`config.mk`:
```
export PLATFORM = sky130hd
export DESIGN_NAME = adcic_ctrl
export DESIGN_NICKNAME = d
export VERILOG_FILES = /design/src/core/adcic_clkdiv.v /design/src/core/adcic_ctrl.v
export VERILOG_INCLUDE_DIRS = /design/src /design/src/core
export SDC_FILE = /design/constraint.sdc
export NUM_CORES = 1
export LEC_CHECK = 0
export BUFFER_PORTS_ARGS = -buffer_cell sky130_fd_sc_hd__buf_2
export CAP_MARGIN = 20
export CELL_PAD_IN_SITES_DETAIL_PLACEMENT = 0
export CELL_PAD_IN_SITES_GLOBAL_PLACEMENT = 2
export CORE_MARGIN = 10
export CORE_UTILIZATION = 28
export CTS_BUF_LIST = sky130_fd_sc_hd__clkbuf_8
export DETAILED_ROUTE_END_ITERATION = 7
export HOLD_SLACK_MARGIN = 0.06
export MAX_ROUTING_LAYER = met4
export PLACE_DENSITY_LB_ADDON = 0.05
export SLEW_MARGIN = 20
export SYNTH_ARGS = -nofsm -noshare
export SYNTH_HDL_FRONTEND = slang
export SYNTH_SLANG_ARGS = --single-unit
```
`constraint.sdc`:
```
create_clock -name core_clk_i -period 2.4 [get_ports core_clk_i]
set_input_delay 0.36 -clock core_clk_i [delete_from_list [all_inputs] [get_ports core_clk_i]]
set_output_delay 0.36 -clock core_clk_i [all_outputs]
set_load 0.1 [all_outputs]
```
`src/core/adcic_defs.vh`:
```
`ifndef ADCIC_DEFS_VH
`define ADCIC_DEFS_VH
// Register offsets
`define ADCIC_OFF_CTRL0 3'h0
`define ADCIC_OFF_CTRL1 3'h1
`define ADCIC_OFF_CTRL2 3'h2
`define ADCIC_OFF_BGR 3'h3
`define ADCIC_OFF_RESH 3'h4
`define ADCIC_OFF_RESL 3'h5
`define ADCIC_OFF_IRQ 3'h6
`define ADCIC_OFF_PINSEL 3'h7
// Control-first fields
`define ADCIC_C0_START 7
`define ADCIC_C0_BUSY 6
`define ADCIC_C0_PWR 5
`define ADCIC_C0_FMT 4
`define ADCIC_C0_CH_HI 3
`define ADCIC_C0_CH_LO 0
// Control-second fields
`define ADCIC_C1_INS_HI 7
`define ADCIC_C1_INS_LO 4
`define ADCIC_C1_DIV_HI 2
`define ADCIC_C1_DIV_LO 0
// Control-third fields
`define ADCIC_C2_AMPEN 7
`define ADCIC_C2_AMPIS 4
`define ADCIC_C2_REF_HI 3
`define ADCIC_C2_REF_LO 2
`define ADCIC_C2_GAIN_HI 1
`define ADCIC_C2_GAIN_LO 0
`define ADCIC_C2_MASK 8'h9f
// Bandgap control
`define ADCIC_BGR_EN 0
// Interrupt register fields
`define ADCIC_IRQ_FLAG 0
`define ADCIC_IRQ_EN 1
`define ADCIC_IRQ_GIE 2
// Reset values
`define ADCIC_RST_BYTE 8'h00
`define ADCIC_RST_PINSEL 16'h0000
// Timing, in converter clock cycles
`define ADCIC_SAMPLE_CYC 5'h04
`define ADCIC_TOTAL_CYC 5'h10
// Input source codes
`define ADCIC_SRC_VDD 4'h1
`define ADCIC_SRC_VDD2 4'h2
`define ADCIC_SRC_VDD4 4'h3
`define ADCIC_SRC_AMP 4'h5
`define ADCIC_SRC_AMP2 4'h6
`define ADCIC_SRC_AMP4 4'h7
// Analog selector codes
`define ADCIC_ASEL_EXT 3'h0
`define ADCIC_ASEL_VDD 3'h1
`define ADCIC_ASEL_AMP 3'h2
`define ADCIC_ASEL_GND 3'h3
`define ADCIC_REF_VDD 2'h0
`define ADCIC_REF_PIN 2'h1
`define ADCIC_REF_AMP 2'h2
`endif

```
`src/core/adcic_clkdiv.v`:
```
`timescale 1ns/1ns
`default_nettype none
`include "adcic_defs.vh"
// Converter clock tick: one pulse per 2^sel system clocks.
module adcic_clkdiv (
  input wire core_clk_i,
  input wire rst_b_i,
  input wire run_i,
  input wire [2:0] div_sel_i,
  output reg tick_o
);
  reg [6:0] cnt;
  wire [6:0] limit;
  assign limit = (7'h01 << div_sel_i) - 7'h01;
  always @(posedge core_clk_i or negedge rst_b_i) begin
    if (!rst_b_i) begin
      cnt <= 7'h00;
      tick_o <= 1'b0;
    end else if (!run_i) begin
      // Restart so each conversion begins phase-aligned
      cnt <= 7'h00;
      tick_o <= 1'b0;
    end else if (cnt >= limit) begin
      cnt <= 7'h00;
      tick_o <= 1'b1;
    end else begin
      cnt <= cnt + 7'h01;
      tick_o <= 1'b0;
    end
  end
endmodule // adcic_clkdiv
`default_nettype wire

```
`src/core/adcic_ctrl.v`:
```
// Design decisions made here: strobed register access and the register addresses.
`timescale 1ns/1ns
`default_nettype none
`include "adcic_defs.vh"
module adcic_ctrl (
  input wire core_clk_i,
  input wire rst_b_i,
  input wire [2:0] addr_i,
  input wire [7:0] wdata_i,
  input wire wr_i,
  input wire rd_i,
  output reg [7:0] rdata_o,
  input wire [15:0] pin_out_i,
  input wire [15:0] pin_oe_i,
  input wire [15:0] pin_pull_i,
  output wire [15:0] pin_out_o,
  output wire [15:0] pin_oe_o,
  output wire [15:0] pin_pull_o,
  output wire [15:0] pin_analog_o,
  output wire [15:0] chan_connect_o,
  output wire [2:0] input_sel_o,
  output wire [1:0] input_scale_o,
  output wire [1:0] ref_sel_o,
  output wire bandgap_enable_o,
  output wire bandgap_hiz_o,
  output wire amp_enable_o,
  output wire amp_input_sel_o,
  output wire [1:0] amp_gain_o,
  output wire conv_power_o,
  output wire sample_o,
  output wire convert_o,
  output reg conv_done_o,
  input wire comp_i,
  output wire irq_o
);
  localparam ST_IDLE = 2'h0;
  localparam ST_ARM = 2'h1;
  localparam ST_RUN = 2'h2;

  reg [7:0] ctrl0;
  reg [7:0] ctrl1;
  reg [7:0] ctrl2;
  reg [7:0] bgr;
  reg [15:0] pin_function_select;
  reg conv_busy_flag;
  reg converter_interrupt_flag;
  reg converter_interrupt_enable;
  reg global_interrupt_enable;
  reg [11:0] result;
  reg [11:0] sar;
  reg [4:0] cyc;
  reg [1:0] state;
  reg [1:0] next_state;
  reg comp_s1;
  reg comp_s2;
  reg [2:0] asel;
  reg [1:0] scale;
  wire start_bit;
  wire power_en;
  wire [3:0] channel_select;
  wire [3:0] input_source_select;
  wire tick;
  wire running;
  wire done_evt;
  wire sar_bit_evt;
  wire [3:0] bit_idx;
  wire flag_wr;

  assign start_bit = ctrl0[`ADCIC_C0_START];
  assign power_en = ctrl0[`ADCIC_C0_PWR];
  assign channel_select = ctrl0[`ADCIC_C0_CH_HI:`ADCIC_C0_CH_LO];
  assign input_source_select = ctrl1[`ADCIC_C1_INS_HI:`ADCIC_C1_INS_LO];

  // Comparator is analog, asynchronous to this clock
  always @(posedge core_clk_i or negedge rst_b_i) begin
    if (!rst_b_i) begin
      comp_s1 <= 1'b0;
      comp_s2 <= 1'b0;
    end else begin
      comp_s1 <= comp_i;
      comp_s2 <= comp_s1;
    end
  end

  adcic_clkdiv u_div (
    .core_clk_i(core_clk_i),
    .rst_b_i(rst_b_i),
    .run_i(running),
    .div_sel_i(ctrl1[`ADCIC_C1_DIV_HI:`ADCIC_C1_DIV_LO]),
    .tick_o(tick)
  );

  assign running = (state == ST_RUN);
  assign done_evt = running && tick && (cyc == `ADCIC_TOTAL_CYC - 5'h01);
  assign sar_bit_evt = running && tick && (cyc >= `ADCIC_SAMPLE_CYC);
  assign bit_idx = 4'hf - cyc[3:0];

  always @* begin
    next_state = state;
    case (state)
      ST_IDLE: begin
        if (start_bit && power_en)
          next_state = ST_ARM;
      end
      ST_ARM: begin
        if (!power_en)
          next_state = ST_IDLE;
        else if (!start_bit)
          next_state = ST_RUN;
      end
      ST_RUN: begin
        if (!power_en)
          next_state = ST_IDLE;
        else if (start_bit)
          next_state = ST_ARM;
        else if (done_evt)
          next_state = ST_IDLE;
      end
      default: next_state = ST_IDLE;
    endcase
  end

  always @(posedge core_clk_i or negedge rst_b_i) begin
    if (!rst_b_i) begin
      state <= ST_IDLE;
      cyc <= 5'h00;
      sar <= 12'h000;
      result <= 12'h000;
      conv_busy_flag <= 1'b0;
      conv_done_o <= 1'b0;
    end else begin
      state <= next_state;
      conv_done_o <= done_evt;
      conv_busy_flag <= (next_state == ST_RUN);
      if (!running) begin
        cyc <= 5'h00;
        sar <= 12'h000;
      end else if (tick) begin
        cyc <= cyc + 5'h01;
        if (sar_bit_evt)
          sar[bit_idx] <= comp_s2;
      end
      if (done_evt)
        result <= {sar[11:1], comp_s2};
    end
  end

  // phase outputs
  // Power gate also covers the cycle before the sequencer drops to idle
  assign sample_o = running && power_en && (cyc < `ADCIC_SAMPLE_CYC);
  assign convert_o = running && power_en && (cyc >= `ADCIC_SAMPLE_CYC);
  assign conv_power_o = power_en;

  assign flag_wr = wr_i && (addr_i == `ADCIC_OFF_IRQ);
  always @(posedge core_clk_i or negedge rst_b_i) begin
    if (!rst_b_i) begin
      converter_interrupt_flag <= 1'b0;
      converter_interrupt_enable <= 1'b0;
      global_interrupt_enable <= 1'b0;
    end else begin
      if (flag_wr) begin
        converter_interrupt_enable <= wdata_i[`ADCIC_IRQ_EN];
        global_interrupt_enable <= wdata_i[`ADCIC_IRQ_GIE];
      end
      // Set beats a clear in the same cycle
      if (done_evt)
        converter_interrupt_flag <= 1'b1;
      else if (flag_wr)
        converter_interrupt_flag <= wdata_i[`ADCIC_IRQ_FLAG];
    end
  end
  assign irq_o = converter_interrupt_flag && converter_interrupt_enable
    && global_interrupt_enable;

  // Register writes
  always @(posedge core_clk_i or negedge rst_b_i) begin
    if (!rst_b_i) begin
      ctrl0 <= `ADCIC_RST_BYTE;
      ctrl1 <= `ADCIC_RST_BYTE;
      ctrl2 <= `ADCIC_RST_BYTE;
      bgr <= `ADCIC_RST_BYTE;
      pin_function_select <= `ADCIC_RST_PINSEL;
    end else if (wr_i) begin
      case (addr_i)
        `ADCIC_OFF_CTRL0: ctrl0 <= wdata_i;
        `ADCIC_OFF_CTRL1: ctrl1 <= wdata_i;
        `ADCIC_OFF_CTRL2: ctrl2 <= wdata_i & `ADCIC_C2_MASK;
        `ADCIC_OFF_BGR: bgr <= {7'h00, wdata_i[`ADCIC_BGR_EN]};
        `ADCIC_OFF_RESH: pin_function_select[15:8] <= wdata_i;
        `ADCIC_OFF_PINSEL: pin_function_select[7:0] <= wdata_i;
        default: ;
      endcase
    end
  end

  always @(posedge core_clk_i or negedge rst_b_i) begin
    if (!rst_b_i) begin
      rdata_o <= 8'h00;
    end else if (rd_i) begin
      case (addr_i)
        `ADCIC_OFF_CTRL0: rdata_o <= {ctrl0[7], conv_busy_flag, ctrl0[5:0]};
        `ADCIC_OFF_CTRL1: rdata_o <= ctrl1;
        `ADCIC_OFF_CTRL2: rdata_o <= ctrl2;
        `ADCIC_OFF_BGR: rdata_o <= {7'h00, bgr[`ADCIC_BGR_EN]};
        `ADCIC_OFF_RESH: rdata_o <= ctrl0[`ADCIC_C0_FMT] ?
          {4'h0, result[11:8]} : result[11:4];
        `ADCIC_OFF_RESL: rdata_o <= ctrl0[`ADCIC_C0_FMT] ?
          result[7:0] : {result[3:0], 4'h0};
        `ADCIC_OFF_IRQ: rdata_o <= {5'h00, global_interrupt_enable,
          converter_interrupt_enable, converter_interrupt_flag};
        `ADCIC_OFF_PINSEL: rdata_o <= pin_function_select[7:0];
        default: rdata_o <= 8'h00;
      endcase
    end else begin
      rdata_o <= 8'h00;
    end
  end

  assign ref_sel_o = ctrl2[`ADCIC_C2_REF_HI] ? `ADCIC_REF_AMP :
    (ctrl2[`ADCIC_C2_REF_LO] ? `ADCIC_REF_PIN : `ADCIC_REF_VDD);
  assign bandgap_enable_o = bgr[`ADCIC_BGR_EN];
  assign bandgap_hiz_o = ~bgr[`ADCIC_BGR_EN];
  assign amp_enable_o = ctrl2[`ADCIC_C2_AMPEN];
  assign amp_input_sel_o = ctrl2[`ADCIC_C2_AMPIS];
  assign amp_gain_o = ctrl2[`ADCIC_C2_GAIN_HI:`ADCIC_C2_GAIN_LO];

  always @* begin
    asel = `ADCIC_ASEL_EXT;
    scale = 2'h0;
    case (input_source_select)
      `ADCIC_SRC_VDD: asel = `ADCIC_ASEL_VDD;
      `ADCIC_SRC_VDD2: begin
        asel = `ADCIC_ASEL_VDD;
        scale = 2'h1;
      end
      `ADCIC_SRC_VDD4: begin
        asel = `ADCIC_ASEL_VDD;
        scale = 2'h2;
      end
      `ADCIC_SRC_AMP: asel = `ADCIC_ASEL_AMP;
      `ADCIC_SRC_AMP2: begin
        asel = `ADCIC_ASEL_AMP;
        scale = 2'h1;
      end
      `ADCIC_SRC_AMP4: begin
        asel = `ADCIC_ASEL_AMP;
        scale = 2'h2;
      end
      4'h8, 4'h9, 4'ha, 4'hb: asel = `ADCIC_ASEL_GND;
      default: asel = `ADCIC_ASEL_EXT;
    endcase
  end
  assign input_sel_o = power_en ? asel : `ADCIC_ASEL_GND;
  assign input_scale_o = scale;

  // Per-pin function override
  genvar g;
  generate
    for (g = 0; g < 16; g = g + 1) begin : g_pin
      assign pin_out_o[g] = pin_function_select[g] ? 1'b0 : pin_out_i[g];
      assign pin_oe_o[g] = pin_function_select[g] ? 1'b0 : pin_oe_i[g];
      assign pin_pull_o[g] = pin_function_select[g] ? 1'b0 : pin_pull_i[g];
      assign pin_analog_o[g] = pin_function_select[g];
      assign chan_connect_o[g] = power_en && (asel == `ADCIC_ASEL_EXT)
        && pin_function_select[g] && ({28'h0000000, channel_select} == g);
    end
  endgenerate
endmodule // adcic_ctrl
`default_nettype wire

```
# ---- Yosys cells after proc, flatten, opt, wreduce, memory -nomap -nowiden
# Cells that the tools add are included.
dict set report totals {
  out_inout_bits 106
  elab_cells 208
  register_bits 93
}
dict set report classes {
  n_reduce_logical 61
  n_mux 78
  eq_ne 38
  n_addsub 4
  shift 1
  bitwise_logic 1
  n_lt_le_gt_ge 5
}
# op count
set op_table {}
lappend op_table {{$pmux W8 S8} 1}
lappend op_table {{$mux W1} 54}
lappend op_table {{$eq A4 B4 Y1 const B} 12}
lappend op_table {{$logic_and A1 B1 Y1} 44}
lappend op_table {{$mux W12} 3}
lappend op_table {{$eq A4 B3 Y1 const B} 7}
lappend op_table {{$mux W8} 3}
lappend op_table {{$eq A4 B2 Y1 const B} 4}
lappend op_table {{$mux W2} 7}
lappend op_table {{$mux W7} 2}
lappend op_table {{$reduce_and A2 Y1} 7}
lappend op_table {{$bwmux W12} 1}
lappend op_table {{$eq A3 B3 Y1 const B} 4}
lappend op_table {{$pmux W2 S3} 2}
lappend op_table {{$mux W5} 2}
lappend op_table {{$eq A4 B1 Y1 const B} 2}
lappend op_table {{$add A7 B1 Y7 const B} 1}
lappend op_table {{$ge A7 B7 Y1} 1}
lappend op_table {{$shl A1 B3 Y7 const A} 1}
lappend op_table {{$sub A7 B1 Y7 const B} 1}
lappend op_table {{$eq A3 B2 Y1 const B} 2}
lappend op_table {{$logic_not A3 Y1} 2}
lappend op_table {{$reduce_or A3 Y1} 2}
lappend op_table {{$add A5 B1 Y5 const B} 1}
lappend op_table {{other kinds (19)} 22}

# ---- Logic depth before layout (Yosys ltp)
# Gate-level depths: netlist of run 1.
dict set report logic_depth {
  ltp_word 9
  ltp_mapped 12
  depth_no_buf 11
}

# ---- By module
# A second synthesis of run 1 with hierarchy kept.
dict set report hier_totals {
  hier_cells 483
  hier_area_um2 5052.3
}
# module area_each_um2 seq_area_each_um2 cells_per_inst n_inst
set modules_own_cells {}
lappend modules_own_cells {adcic_ctrl 4528.1 2077.0 428 1}
lappend modules_own_cells {adcic_clkdiv 524.3 200.2 55 1}

# ---- Worst setup path after synthesis of run 1
# No wires, ideal clock.
dict set report synth_timing {
  path_kind {reg2out}
  start {register ctrl1[4]}
  end {output input_scale_o[0]}
  t_required_ns 2.040
  path_slack_ns -0.585
  path_stages_with_launch 2
  t_arrival_ns 2.625
  path_cell_list {dfrtp_1 nor3b_1}
}
dict set report synth_via {
  elab_chain_cells 3
}
# item line_no
set synth_rtl {}
lappend synth_rtl {{from (decl)} adcic_ctrl.v:41} ;# reg [7:0] ctrl1;
lappend synth_rtl {{from (signal assigned)} adcic_ctrl.v:179} ;# ctrl1 <= `ADCIC_RST_BYTE;
lappend synth_rtl {{from (signal assigned)} adcic_ctrl.v:186} ;# `ADCIC_OFF_CTRL1: ctrl1 <= wdata_i;
lappend synth_rtl {{$eq A4 B3 Y1 / $eq A4 B2 Y1 (equally long branches)} adcic_ctrl.v:230} ;# case (input_source_select)
lappend synth_rtl {{$reduce_or A2 Y1 (no source line)} --}
lappend synth_rtl {{$pmux W2 S2 *} adcic_ctrl.v:230}
lappend synth_rtl {{to (decl)} adcic_ctrl.v:22} ;# output wire [1:0] input_scale_o,
# Every way passes the cells marked *; elsewhere a longest branch is shown, timed or not.

# ---- Final worst setup path of run 1
dict set report layout_timing {
  start {register ctrl1[7]}
  end {output chan_connect_o[2]}
}
dict set report layout_via {
  elab_chain_cells 7
}
# item line_no
set layout_rtl {}
lappend layout_rtl {{$eq A4 B4 Y1 (tied with other cells)} adcic_ctrl.v:230}
lappend layout_rtl {{$reduce_or A4 Y1 / $reduce_or A3 Y1 (equally long branches)} --}
lappend layout_rtl {{$pmux W2 S3 *} adcic_ctrl.v:230}
lappend layout_rtl {{$logic_not A3 Y1 (no source line) *} --}
lappend layout_rtl {{$logic_and A1 B1 Y1 * (3 in series)} adcic_ctrl.v:264} ;# assign chan_connect_o[g] = power_en && (asel == `ADCIC_ASEL_EXT)
lappend layout_rtl {{to (decl)} adcic_ctrl.v:20} ;# output wire [15:0] chan_connect_o,
# Marks and branches as above.

==> impl_results.html, run 1 <==
<table>
<tr><th>Metric</th><th>Value</th></tr>
<tr><th colspan="2">Finish</th></tr>
<tr><td>Final core occ</td><td>0.381</td></tr>
<tr><td>Area added between synthesis and finish</td><td>33.2%</td></tr>
<tr><td>Layout Nets</td><td>between 700 and 800</td></tr>
<tr><td>Final cell count without fillers</td><td>893</td></tr>
<tr><td>Post-route design area</td><td>6620 um^2</td></tr>
<tr><td>Antenna cell count</td><td>0</td></tr>
<tr><td>Share of post-route cells with drive strength above 1</td><td>0.445</td></tr>
<tr><th colspan="2">Drt</th></tr>
<tr><td>Remaining design rule violation count</td><td>0</td></tr>
<tr><td>Detail-routed via count per cell</td><td>4.81</td></tr>
<tr><td>Number of optimization iterations in the first detailed-route pass</td><td>4</td></tr>
<tr><td>Routed wire length</td><td>16,700 um</td></tr>
<tr><td>First DRT Iteration DRCs</td><td>approximately 230</td></tr>
<tr><td>Vias</td><td>~4,300</td></tr>
<tr><td>Routed length per instance</td><td>18.7 um</td></tr>
<tr><td>DRT antenna net count</td><td>0</td></tr>
<tr><th colspan="2">Die</th></tr>
<tr><td>Die height</td><td>153 um</td></tr>
<tr><td>Cell row count</td><td>48</td></tr>
<tr><td>IO Pins</td><td>170</td></tr>
<tr><td>Total die area</td><td>23,500 um^2</td></tr>
<tr><td>Initial Utilization</td><td>0.286</td></tr>
<tr><td>Horizontal die dimension</td><td>153 um</td></tr>
<tr><td>Placeable core area</td><td>17,400 um^2</td></tr>
<tr><th colspan="2">Synth</th></tr>
<tr><td>Synthesized instance count</td><td>490</td></tr>
<tr><td>Library cell with the largest summed area after synthesis</td><td>dfrtp_1</td></tr>
<tr><td>Proportion of netlist area held by the largest area contributor</td><td>0.458</td></tr>
<tr><td>Flip-flop cell with the highest count after synthesis</td><td>dfrtp_1</td></tr>
<tr><td>Distinct cells, synth</td><td>56</td></tr>
<tr><td>Number of flops mapped to enable cells by yosys</td><td>0</td></tr>
<tr><td>Number of nets in the synthesized netlist</td><td>approximately 570</td></tr>
<tr><td>Ranking of synthesized cells by area</td><td>dfrtp_1 46%, mux2_2 10%, nor2b_1 6.8%, nand2_1 3.6%, ha_1 3.5%</td></tr>
<tr><td>Synthesized area per cell</td><td>10.1 um^2</td></tr>
<tr><td>Async S/R FF share, synth</td><td>1.00</td></tr>
<tr><td>Sequential area share after synthesis</td><td>0.458</td></tr>
<tr><td>Syn Std Cell Area</td><td>4970 um^2</td></tr>
<tr><td>Number of synthesized register bits</td><td>between 90 and 100</td></tr>
<tr><td>Count of yosys warnings during synthesis</td><td>0</td></tr>
<tr><th colspan="2">Pwr</th></tr>
<tr><td>Ratio of total power to cell area</td><td>just under 900 nW/um^2</td></tr>
<tr><td>Fraction of power consumed by sequential logic</td><td>0.339</td></tr>
<tr><td>Maximum vdd ir drop</td><td>390 uV</td></tr>
<tr><td>LEAKAGE</td><td>approximately 3.2 nW</td></tr>
<tr><td>Switching Fraction</td><td>0.536</td></tr>
<tr><td>Total net switching power</td><td>3.10 mW</td></tr>
<tr><td>Fraction of power consumed by combinational cells</td><td>0.490</td></tr>
<tr><td>Power Total</td><td>5.78 mW</td></tr>
<tr><td>Clk network pwr share</td><td>0.172</td></tr>
<tr><td>Int Pwr</td><td>2.68 mW</td></tr>
<tr><th colspan="2">STA</th></tr>
<tr><td>Skew final</td><td>0.00959 ns</td></tr>
<tr><td>Max Freq</td><td>0.440 GHz</td></tr>
<tr><td>Endpoints failing setup</td><td>0</td></tr>
<tr><td>Final worst path period need</td><td>2.27 ns</td></tr>
<tr><td>Tightest slew margin relative to the limit</td><td>0.606</td></tr>
<tr><td>Sum Neg Setup Slack</td><td>0 ns</td></tr>
<tr><td>Hold Fails Final Rpt</td><td>0</td></tr>
<tr><td>Slew at the pin closest to its max-slew limit</td><td>0.591 ns</td></tr>
<tr><td>Max-slew violation count</td><td>0</td></tr>
<tr><td>Final worst-path cycle share</td><td>0.947</td></tr>
<tr><td>Setup repair after global routing missed its margin</td><td>false</td></tr>
<tr><th colspan="2">Critical path</th></tr>
<tr><td>Worst setup path category</td><td>reg2out</td></tr>
<tr><td>Slowest stage cell on the critical path</td><td>dfrtp_1</td></tr>
<tr><td>Endpoint arrival time on the critical path</td><td>1.91 ns</td></tr>
<tr><td>Crit path launch type</td><td>flip-flop</td></tr>
<tr><td>Worst Path Required</td><td>2.04 ns</td></tr>
<tr><td>CP max stage delay</td><td>0.46 ns</td></tr>
<tr><td>Element type at the critical path end</td><td>primary output</td></tr>
<tr><td>Worst path cell trace</td><td>and2_1 -&gt; o21ai_2 -&gt; nor3_2 -&gt; buf_4 -&gt; and3_2 -&gt; buf_12</td></tr>
<tr><td>Maximum fanout encountered on the critical timing path</td><td>5</td></tr>
<tr><th colspan="2">Clock network</th></tr>
<tr><td>Worst-case clock buffer depth</td><td>2</td></tr>
<tr><td>Clock input transition at the sequential cells of the worst setup and hold paths</td><td>0.09 ns</td></tr>
<tr><td>TritonCTS clock tree</td><td>built</td></tr>
<tr><td>H-tree Lvls</td><td>3</td></tr>
<tr><td>Source-to-sink clock delay at the later pin of the worst-skew pair</td><td>0.38 ns</td></tr>
<tr><td>CTS sink cnt</td><td>between 90 and 100</td></tr>
<tr><td>Root buffer cell</td><td>clkbuf_8</td></tr>
<tr><td>Number of clock buffers inserted by TritonCTS</td><td>9</td></tr>
<tr><th colspan="2">Min path</th></tr>
<tr><td>HP Class</td><td>in2reg</td></tr>
<tr><th colspan="2">GRT</th></tr>
<tr><td>Maximum number of pins on one net before global-route repair</td><td>44</td></tr>
<tr><td>GR Util All Layers</td><td>0.148</td></tr>
<tr><td>Initial antenna violation count</td><td>0</td></tr>
<tr><td>Number of global-route vias before repair</td><td>4,353</td></tr>
<tr><td>Residual overflow from global routing</td><td>0</td></tr>
<tr><td>Wire length of the first global-routing pass</td><td>27,100 um</td></tr>
<tr><th colspan="2">Placed design</th></tr>
<tr><td>Weighted congestion reported at the end of routability-driven placement</td><td>0.789</td></tr>
<tr><td>Placed Cells</td><td>876</td></tr>
<tr><td>Placed standard-cell area</td><td>6370 um^2</td></tr>
<tr><td>HPWL after detailed placement</td><td>about 13,000 um</td></tr>
<tr><td>Count of input and output buffers</td><td>168</td></tr>
<tr><th colspan="2">Flow run</th></tr>
<tr><td># Max-Cap Violations</td><td>0</td></tr>
<tr><th colspan="2">Run status</th></tr>
<tr><td>Run status</td><td>finished clean</td></tr>
</table>
## metrics by stage
stage | hold slack [ns] | setup slack [ns]
2_1_floorplan | 0.0644 | -0.221
3_3_place_gp | 0.336 | 0.0416
3_5_place_dp | 0.336 | 0.0235
4_1_cts | 0.0609 | 0.0108
6_report | 0.0831 | 0.127
5_1_grt | 0.0636 | 0.00249
## critical path: cells and delay by family, from the launching register on
kind	cells	cell delay (ns)
AO/OA/AOI/OAI	1	0.27
buffers and inverters	2	0.32
flip-flops	1	0.46
AND/OR/NAND/NOR	3	0.50
## synth_stat cells, drive strengths merged, types with 2 or more instances
master,count
ha,14
o21ai,19
nor2b,54
and2,2
nor3b,4
a21o,3
nand3,19
xor2,7
mux2i,9
and3,27
dfrtp,91
a31oi,4
o221a,2
nand2,47
nor2,24
a22o,2
nor3,11
inv,16
xnor2,3
mux2,46
clkbuf,5
a21oi,23
and3b,3
nand2b,7
o21a,2
buf,17
nand4,5
a22oi,3
o211ai,4
a221oi,2
## metal layers
layer	part of all wire	track usage	wire length [um]	up-vias
met5	0	-	0	-
met1	0.45	0.186	7460	2104
li1	-	-	-	2064
met3	0.050	0.0300	835	15
met2	0.49	0.236	8170	108
met4	0.014	0.0450	232	0
## sequential cells by signal, indices dropped and copies added, names as in the netlist
signal	flops
ctrl1	8
conv_busy_flag	1
conv_done_o	1
rdata_o	8
u_div.cnt	7
pin_analog_o	16
global_interrupt_enable	1
bgr	1
u_div.tick_o	1
converter_interrupt_flag	1
converter_interrupt_enable	1
cyc	5
result	12
state	2
sar	11
comp_s1	1
ctrl2	6
ctrl0	7
comp_s2	1
## layout make-up
| class | count | area [um^2] |
|---|---|---|
| multi-input combinational | 361 | 2600 |
| clock inverter | 4 | 26.3 |
| fill | 1793 | 10700 |
| tap | 225 | 282 |
| timing repair buffer | 185 | 1230 |
| inverter | 16 | 60.1 |
| clock buffer | 11 | 151 |
| sequential | 91 | 2280 |
## final timing paths
path                       slack, ns                end  startpoint  cells after the start
setup / recovery                0.13  chan_connect_o[2]    ctrl1[7]                      6
hold / removal                  0.08            comp_s1      comp_i                      1
setup reg to reg                0.17       u_div.cnt[2]    ctrl1[1]                     11
hold reg to reg                 0.36            comp_s2     comp_s1                      0
max in group asynchronous       1.30          result[6]     rst_b_i                      3
min in group asynchronous       0.50         rdata_o[3]     rst_b_i                      2
## power by group through the flow
| stage | Sequential [mW] | Clock (mW) | Combinational [mW] |
|---|---|---|---|
| floorplan | 2.51 | 0 | 1.70 |
| global placement | 1.98 | 0 | 2.82 |
| detailed placement | 1.99 | 0 | 2.83 |
| CTS | 1.96 | 1.04 | 2.85 |
| global route | 2.00 | 1.10 | 2.97 |
| finish | 1.96 | 0.993 | 2.83 |
## cell usage in the layout, fill, tap and decap left out, types with 3 or more instances in the layout
| cell type | count |
|---|---|
| nand2b_1 | 6 |
| ha_1 | 13 |
| xor2_1 | 7 |
| o21ai_0 | 16 |
| inv_2 | 3 |
| clkbuf_8 | 11 |
| and3b_1 | 3 |
| mux2_2 | 46 |
| nand4_1 | 4 |
| nor2_2 | 4 |
| a31oi_1 | 4 |
| nor2b_2 | 8 |
| nand2_1 | 46 |
| mux2i_1 | 9 |
| inv_1 | 13 |
| nand3_1 | 18 |
| nor3_1 | 4 |
| buf_4 | 16 |
| and3_1 | 11 |
| nor3_2 | 5 |
| buf_2 | 151 |
| buf_12 | 17 |
| nor2b_1 | 46 |
| nor2_1 | 18 |
| o211ai_1 | 4 |
| dfrtp_1 | 90 |
| and3_2 | 16 |
| xnor2_1 | 3 |
| a21o_1 | 3 |
| a21oi_1 | 23 |
| a22oi_1 | 3 |
## logic make-up after synthesis
| logic type | Yosys count | synth area share |
|---|---|---|
| simple gates | 207 | 0.232 |
| flops | 91 | 0.458 |
| compound gates | 74 | 0.0934 |
| mux | 55 | 0.122 |
| buf+inv | 38 | 0.0405 |
| fa+ha+maj | 14 | 0.0353 |
| xor+xnor | 10 | 0.0176 |
| other cells | 1 | 0.000755 |
## timing repair
action | 4_1_cts | 5_1_grt
hold endpoints to repair | 34 | 0
hold buffers | 1 | 0
buffers inserted | 1 | 0
setup endpoints to repair | 15 | 15
pin swaps | 1 | 3
resized for setup | 6 | 10
Power figures use the tool's default switching activity.
==> run 2, diff against run 1 <==
--- a/config.mk
+++ b/config.mk
@@ -11,7 +11,7 @@
 export CELL_PAD_IN_SITES_DETAIL_PLACEMENT = 0
 export CELL_PAD_IN_SITES_GLOBAL_PLACEMENT = 2
 export CORE_MARGIN = 10
-export CORE_UTILIZATION = 28
+export CORE_UTILIZATION = 29
 export CTS_BUF_LIST = sky130_fd_sc_hd__clkbuf_8
 export DETAILED_ROUTE_END_ITERATION = 7
 export HOLD_SLACK_MARGIN = 0.06
@@ -20,4 +20,5 @@
 export SLEW_MARGIN = 20
 export SYNTH_ARGS = -nofsm -noshare
 export SYNTH_HDL_FRONTEND = slang
+export SYNTH_HIERARCHICAL = 1
 export SYNTH_SLANG_ARGS = --single-unit
==> impl_results.html, run 2 <==
<table>
<tr><th>Metric</th><th>Value</th></tr>
<tr><th colspan="2">Run status</th></tr>
<tr><td>Run status</td><td>finished clean</td></tr>
<tr><th colspan="2">STA</th></tr>
<tr><td>Skew final</td><td>0.00957 ns (-0.0000220 ns)</td></tr>
<tr><td>Tightest slew margin relative to the limit</td><td>0.597 (-0.00888)</td></tr>
<tr><td>Slew at the pin closest to its max-slew limit</td><td>0.604 ns (+0.0133 ns)</td></tr>
<tr><td>Final worst-path cycle share</td><td>0.953 (+0.00584)</td></tr>
<tr><td>Max Freq</td><td>0.437 GHz (-0.61%)</td></tr>
<tr><td>Setup repair after global routing missed its margin</td><td>false</td></tr>
<tr><td>Endpoints failing setup</td><td>0 (unchanged)</td></tr>
<tr><td>Final worst path period need</td><td>2.29 ns (+0.0140 ns)</td></tr>
<tr><td>Hold Fails Final Rpt</td><td>0 (unchanged)</td></tr>
<tr><td>Crit path setup slack, layout</td><td>0.113 ns (-0.0140 ns)</td></tr>
<tr><td>Max-slew violation count</td><td>0 (unchanged)</td></tr>
<tr><td>Sum Neg Setup Slack</td><td>0 ns (unchanged)</td></tr>
<tr><th colspan="2">GRT</th></tr>
<tr><td>Number of global-route vias before repair</td><td>4,162 (-4.4%)</td></tr>
<tr><td>Initial antenna violation count</td><td>0 (unchanged)</td></tr>
<tr><td>GRT met3 Usage</td><td>0.0384 (+0.00836)</td></tr>
<tr><td>Met2 Track Usage GR</td><td>0.238 (+0.00164)</td></tr>
<tr><td>Residual overflow from global routing</td><td>0 (unchanged)</td></tr>
<tr><td>GR Util All Layers</td><td>0.145 (-0.00325)</td></tr>
<tr><td>Met1 track demand over resource</td><td>0.176 (-0.00947)</td></tr>
<tr><td>Maximum number of pins on one net before global-route repair</td><td>67 (+52%)</td></tr>
<tr><td>Wire length of the first global-routing pass</td><td>26,000 um (-4.0%)</td></tr>
<tr><td>Routing layer with the top usage in global route</td><td>met2</td></tr>
<tr><th colspan="2">Synth</th></tr>
<tr><td>Syn Std Cell Area</td><td>5050 um^2 (+1.7%)</td></tr>
<tr><td>Proportion of netlist area held by the largest area contributor</td><td>0.451 (-0.00760)</td></tr>
<tr><td>Sequential area share after synthesis</td><td>0.451 (-0.00760)</td></tr>
<tr><td>Synthesized instance count</td><td>483 (-1.4%)</td></tr>
<tr><td>Leading cell types by count after synthesis</td><td>91 x dfrtp_1, 51 x nor2b_1, 43 x mux2_2</td></tr>
<tr><td>Number of synthesized register bits</td><td>91 (unchanged)</td></tr>
<tr><td>Flip-flop cell with the highest count after synthesis</td><td>dfrtp_1</td></tr>
<tr><td>Synthesized area per cell</td><td>10.5 um^2 (+3.2%)</td></tr>
<tr><td>Most frequently used cell type in the post-synthesis netlist</td><td>dfrtp_1</td></tr>
<tr><td>Async S/R FF share, synth</td><td>1.00 (unchanged)</td></tr>
<tr><td>Ranking of synthesized cells by area</td><td>dfrtp_1 45%, mux2_2 9.6%, nor2b_1 6.3%, ha_1 3.2%, nand2_1 2.9%</td></tr>
<tr><td>Distinct cells, synth</td><td>60 (+7.1%)</td></tr>
<tr><td>Library cell with the largest summed area after synthesis</td><td>dfrtp_1</td></tr>
<tr><td>Number of nets in the synthesized netlist</td><td>560 (-1.4%)</td></tr>
<tr><td>Number of flops mapped to enable cells by yosys</td><td>0 (unchanged)</td></tr>
<tr><td>Count of yosys warnings during synthesis</td><td>6 (+6)</td></tr>
<tr><th colspan="2">Die</th></tr>
<tr><td>Cell row count</td><td>48 (unchanged)</td></tr>
<tr><td>Total die area</td><td>23,100 um^2 (-1.6%)</td></tr>
<tr><td>Placeable core area</td><td>17,200 um^2 (-1.0%)</td></tr>
<tr><td>Die height</td><td>152 um (-0.80%)</td></tr>
<tr><td>IO Pins</td><td>170 (unchanged)</td></tr>
<tr><td>Horizontal die dimension</td><td>152 um (-0.80%)</td></tr>
<tr><td>Initial Utilization</td><td>0.294 (+0.00788)</td></tr>
<tr><th colspan="2">Placed design</th></tr>
<tr><td>Count of input and output buffers</td><td>168 (unchanged)</td></tr>
<tr><td>Placed standard-cell area</td><td>6360 um^2 (about the same)</td></tr>
<tr><td>Weighted congestion reported at the end of routability-driven placement</td><td>0.823 (+4.2%)</td></tr>
<tr><td>Worst-case setup slack after placement</td><td>0.338 ns (+0.314 ns)</td></tr>
<tr><td>HPWL after detailed placement</td><td>13,100 um (-1.1%)</td></tr>
<tr><th colspan="2">Finish</th></tr>
<tr><td>Antenna cell count</td><td>0 (unchanged)</td></tr>
<tr><td>Final core occ</td><td>0.387 (+0.00568)</td></tr>
<tr><td>Area added between synthesis and finish</td><td>31.6%</td></tr>
<tr><td>Most common cell after layout, fill and taps aside</td><td>buf_2</td></tr>
<tr><td>Most frequent cells in the layout</td><td>151 x buf_2, 89 x dfrtp_1, 43 x nor2b_1, 43 x mux2_2, 39 x nand2_1</td></tr>
<tr><td>Largest register FFs</td><td>16 (unchanged)</td></tr>
<tr><td>Layout Nets</td><td>724 (-2.4%)</td></tr>
<tr><td>Share of post-route cells with drive strength above 1</td><td>0.440 (-0.00443)</td></tr>
<tr><td>Count of fill cells added during filler insertion</td><td>1,800 (+0.39%)</td></tr>
<tr><td>Post-route design area</td><td>6650 um^2 (+0.43%)</td></tr>
<tr><th colspan="2">Drt</th></tr>
<tr><td>Routed wire length</td><td>16,600 um (-0.43%)</td></tr>
<tr><td>Detail-routed via count per cell</td><td>4.69 (-2.4%)</td></tr>
<tr><td>Number of optimization iterations in the first detailed-route pass</td><td>4 (unchanged)</td></tr>
<tr><td>Remaining design rule violation count</td><td>0 (unchanged)</td></tr>
<tr><td>DRT antenna net count</td><td>0 (unchanged)</td></tr>
<tr><td>Routed length per instance</td><td>19.0 um (+1.4%)</td></tr>
<tr><td>First DRT Iteration DRCs</td><td>142 (-39%)</td></tr>
<tr><td>Vias</td><td>4,111 (-4.2%)</td></tr>
<tr><th colspan="2">Critical path</th></tr>
<tr><td>Endpoint arrival time on the critical path</td><td>1.93 ns (+0.02 ns)</td></tr>
<tr><td>Worst Path Required</td><td>2.04 ns (about the same)</td></tr>
<tr><td>Element type at the critical path end</td><td>primary output</td></tr>
<tr><td>Maximum fanout encountered on the critical timing path</td><td>8 (+3)</td></tr>
<tr><td>Worst setup path category</td><td>reg2out</td></tr>
<tr><td>Crit path launch type</td><td>flip-flop</td></tr>
<tr><th colspan="2">Pwr</th></tr>
<tr><td>LEAKAGE</td><td>3.12 nW (-1.2%)</td></tr>
<tr><td>Fraction of power consumed by combinational cells</td><td>0.451 (-0.039)</td></tr>
<tr><td>Ratio of total power to cell area</td><td>906 nW/um^2 (+3.7%)</td></tr>
<tr><td>Int Pwr</td><td>2.96 mW (+10%)</td></tr>
<tr><td>Power Total</td><td>6.02 mW (+4.2%)</td></tr>
<tr><td>Clk network pwr share</td><td>0.216 (+0.044)</td></tr>
<tr><td>Switching Fraction</td><td>0.508 (-0.0273)</td></tr>
<tr><td>Total net switching power</td><td>3.06 mW (-1.1%)</td></tr>
<tr><td>Maximum vdd ir drop</td><td>475 uV (+22%)</td></tr>
<tr><td>Fraction of power consumed by sequential logic</td><td>0.333 (-0.006)</td></tr>
<tr><th colspan="2">Clock network</th></tr>
<tr><td>Worst-case clock buffer depth</td><td>2 (unchanged)</td></tr>
<tr><td>TritonCTS clock tree</td><td>built</td></tr>
<tr><td>Number of clock buffers inserted by TritonCTS</td><td>9 (unchanged)</td></tr>
<tr><td>CTS sink cnt</td><td>91 (unchanged)</td></tr>
<tr><td>H-tree Lvls</td><td>3 (unchanged)</td></tr>
<tr><td>Root buffer cell</td><td>clkbuf_8</td></tr>
<tr><td>Clock input transition at the sequential cells of the worst setup and hold paths</td><td>0.09 ns (about the same)</td></tr>
<tr><td>Post-CTS Setup Inserts</td><td>0 (-1)</td></tr>
<tr><td>Source-to-sink clock delay at the later pin of the worst-skew pair</td><td>0.38 ns (about the same)</td></tr>
<tr><th colspan="2">Min path</th></tr>
<tr><td>HP Class</td><td>in2reg</td></tr>
<tr><th colspan="2">Flow run</th></tr>
<tr><td># Max-Cap Violations</td><td>0 (unchanged)</td></tr>
</table>
-- run 2: worst max-delay path, cell delays in order (launching register included) --
cell     delay, ns
dfrtp_1       0.46
nor3_2        0.21
o21a_1        0.18
and2b_2       0.23
and4b_2       0.27
buf_12        0.18
-- run 2: path summary, 6_finish.rpt --
kind                             from                  endpoint  slack, ns  cells after the start
max in group asynchronous     rst_b_i                  ctrl1[5]       1.25                      3
setup reg to reg             ctrl1[2]              u_div/tick_o       0.46                      6
hold / removal             wdata_i[6]           pin_analog_o[6]       0.25                      2
min in group asynchronous     rst_b_i  converter_interrupt_flag       0.44                      2
setup / recovery             ctrl1[4]         chan_connect_o[0]       0.11                      5
hold reg to reg               comp_s1                   comp_s2       0.35                      0
-- run 2: repair_timing --
item / in CTS / in global routing
hold buffers: 2 / 0
setup endpoints to repair: 11 / 4
gates resized for setup: 3 / 2
hold endpoints to repair: 26 / 0
-- run 2: metal layers --
metal  wire length, um  up-vias
met2              8250       98
met5                 0        -
met4               150        0
li1                  -     2008
met1              7600     1989
met3               633       16
-- run 2: final cells by class --
class	instances	area [um^2]	area share
clock buffer	11	151	0.0228
timing repair buffer	177	1160	0.174
inverter	16	62.6	0.00941
tap	225	282	0.0423
clock inverter	5	101	0.0152
sequential	91	2280	0.343
multi-input combinational	352	2620	0.393
-- run 2: cells by family after synthesis --
logic type / count (synthesis) / share of synthesized area
mux: 62 / 0.141
compound gates: 68 / 0.0874
flops: 91 / 0.451
other cells: 1 / 0.000742
buf+inv: 40 / 0.0463
simple gates: 200 / 0.227
fa+ha+maj: 13 / 0.0322
xor+xnor: 8 / 0.0139
-- run 2: metrics by stage --
stage / std cells / hold WS (ns)
2_1_floorplan: 483 / 0.0644
3_3_place_gp: 859 / 0.292
3_5_place_dp: 859 / 0.303
4_1_cts: 877 / 0.220
5_1_grt: 877 / 0.232
6_report: 877 / 0.246
-- run 2: power groups by stage --
| stage | clock network (mW) | logic, mW | registers (mW) |
|---|---|---|---|
| floorplan | 0 | 1.71 | 2.52 |
| global placement | 0 | 2.73 | 2.03 |
| detailed placement | 0 | 2.74 | 2.05 |
| CTS | 1.35 | 2.75 | 2.02 |
| global route | 1.40 | 2.83 | 2.05 |
| finish | 1.30 | 2.72 | 2.01 |
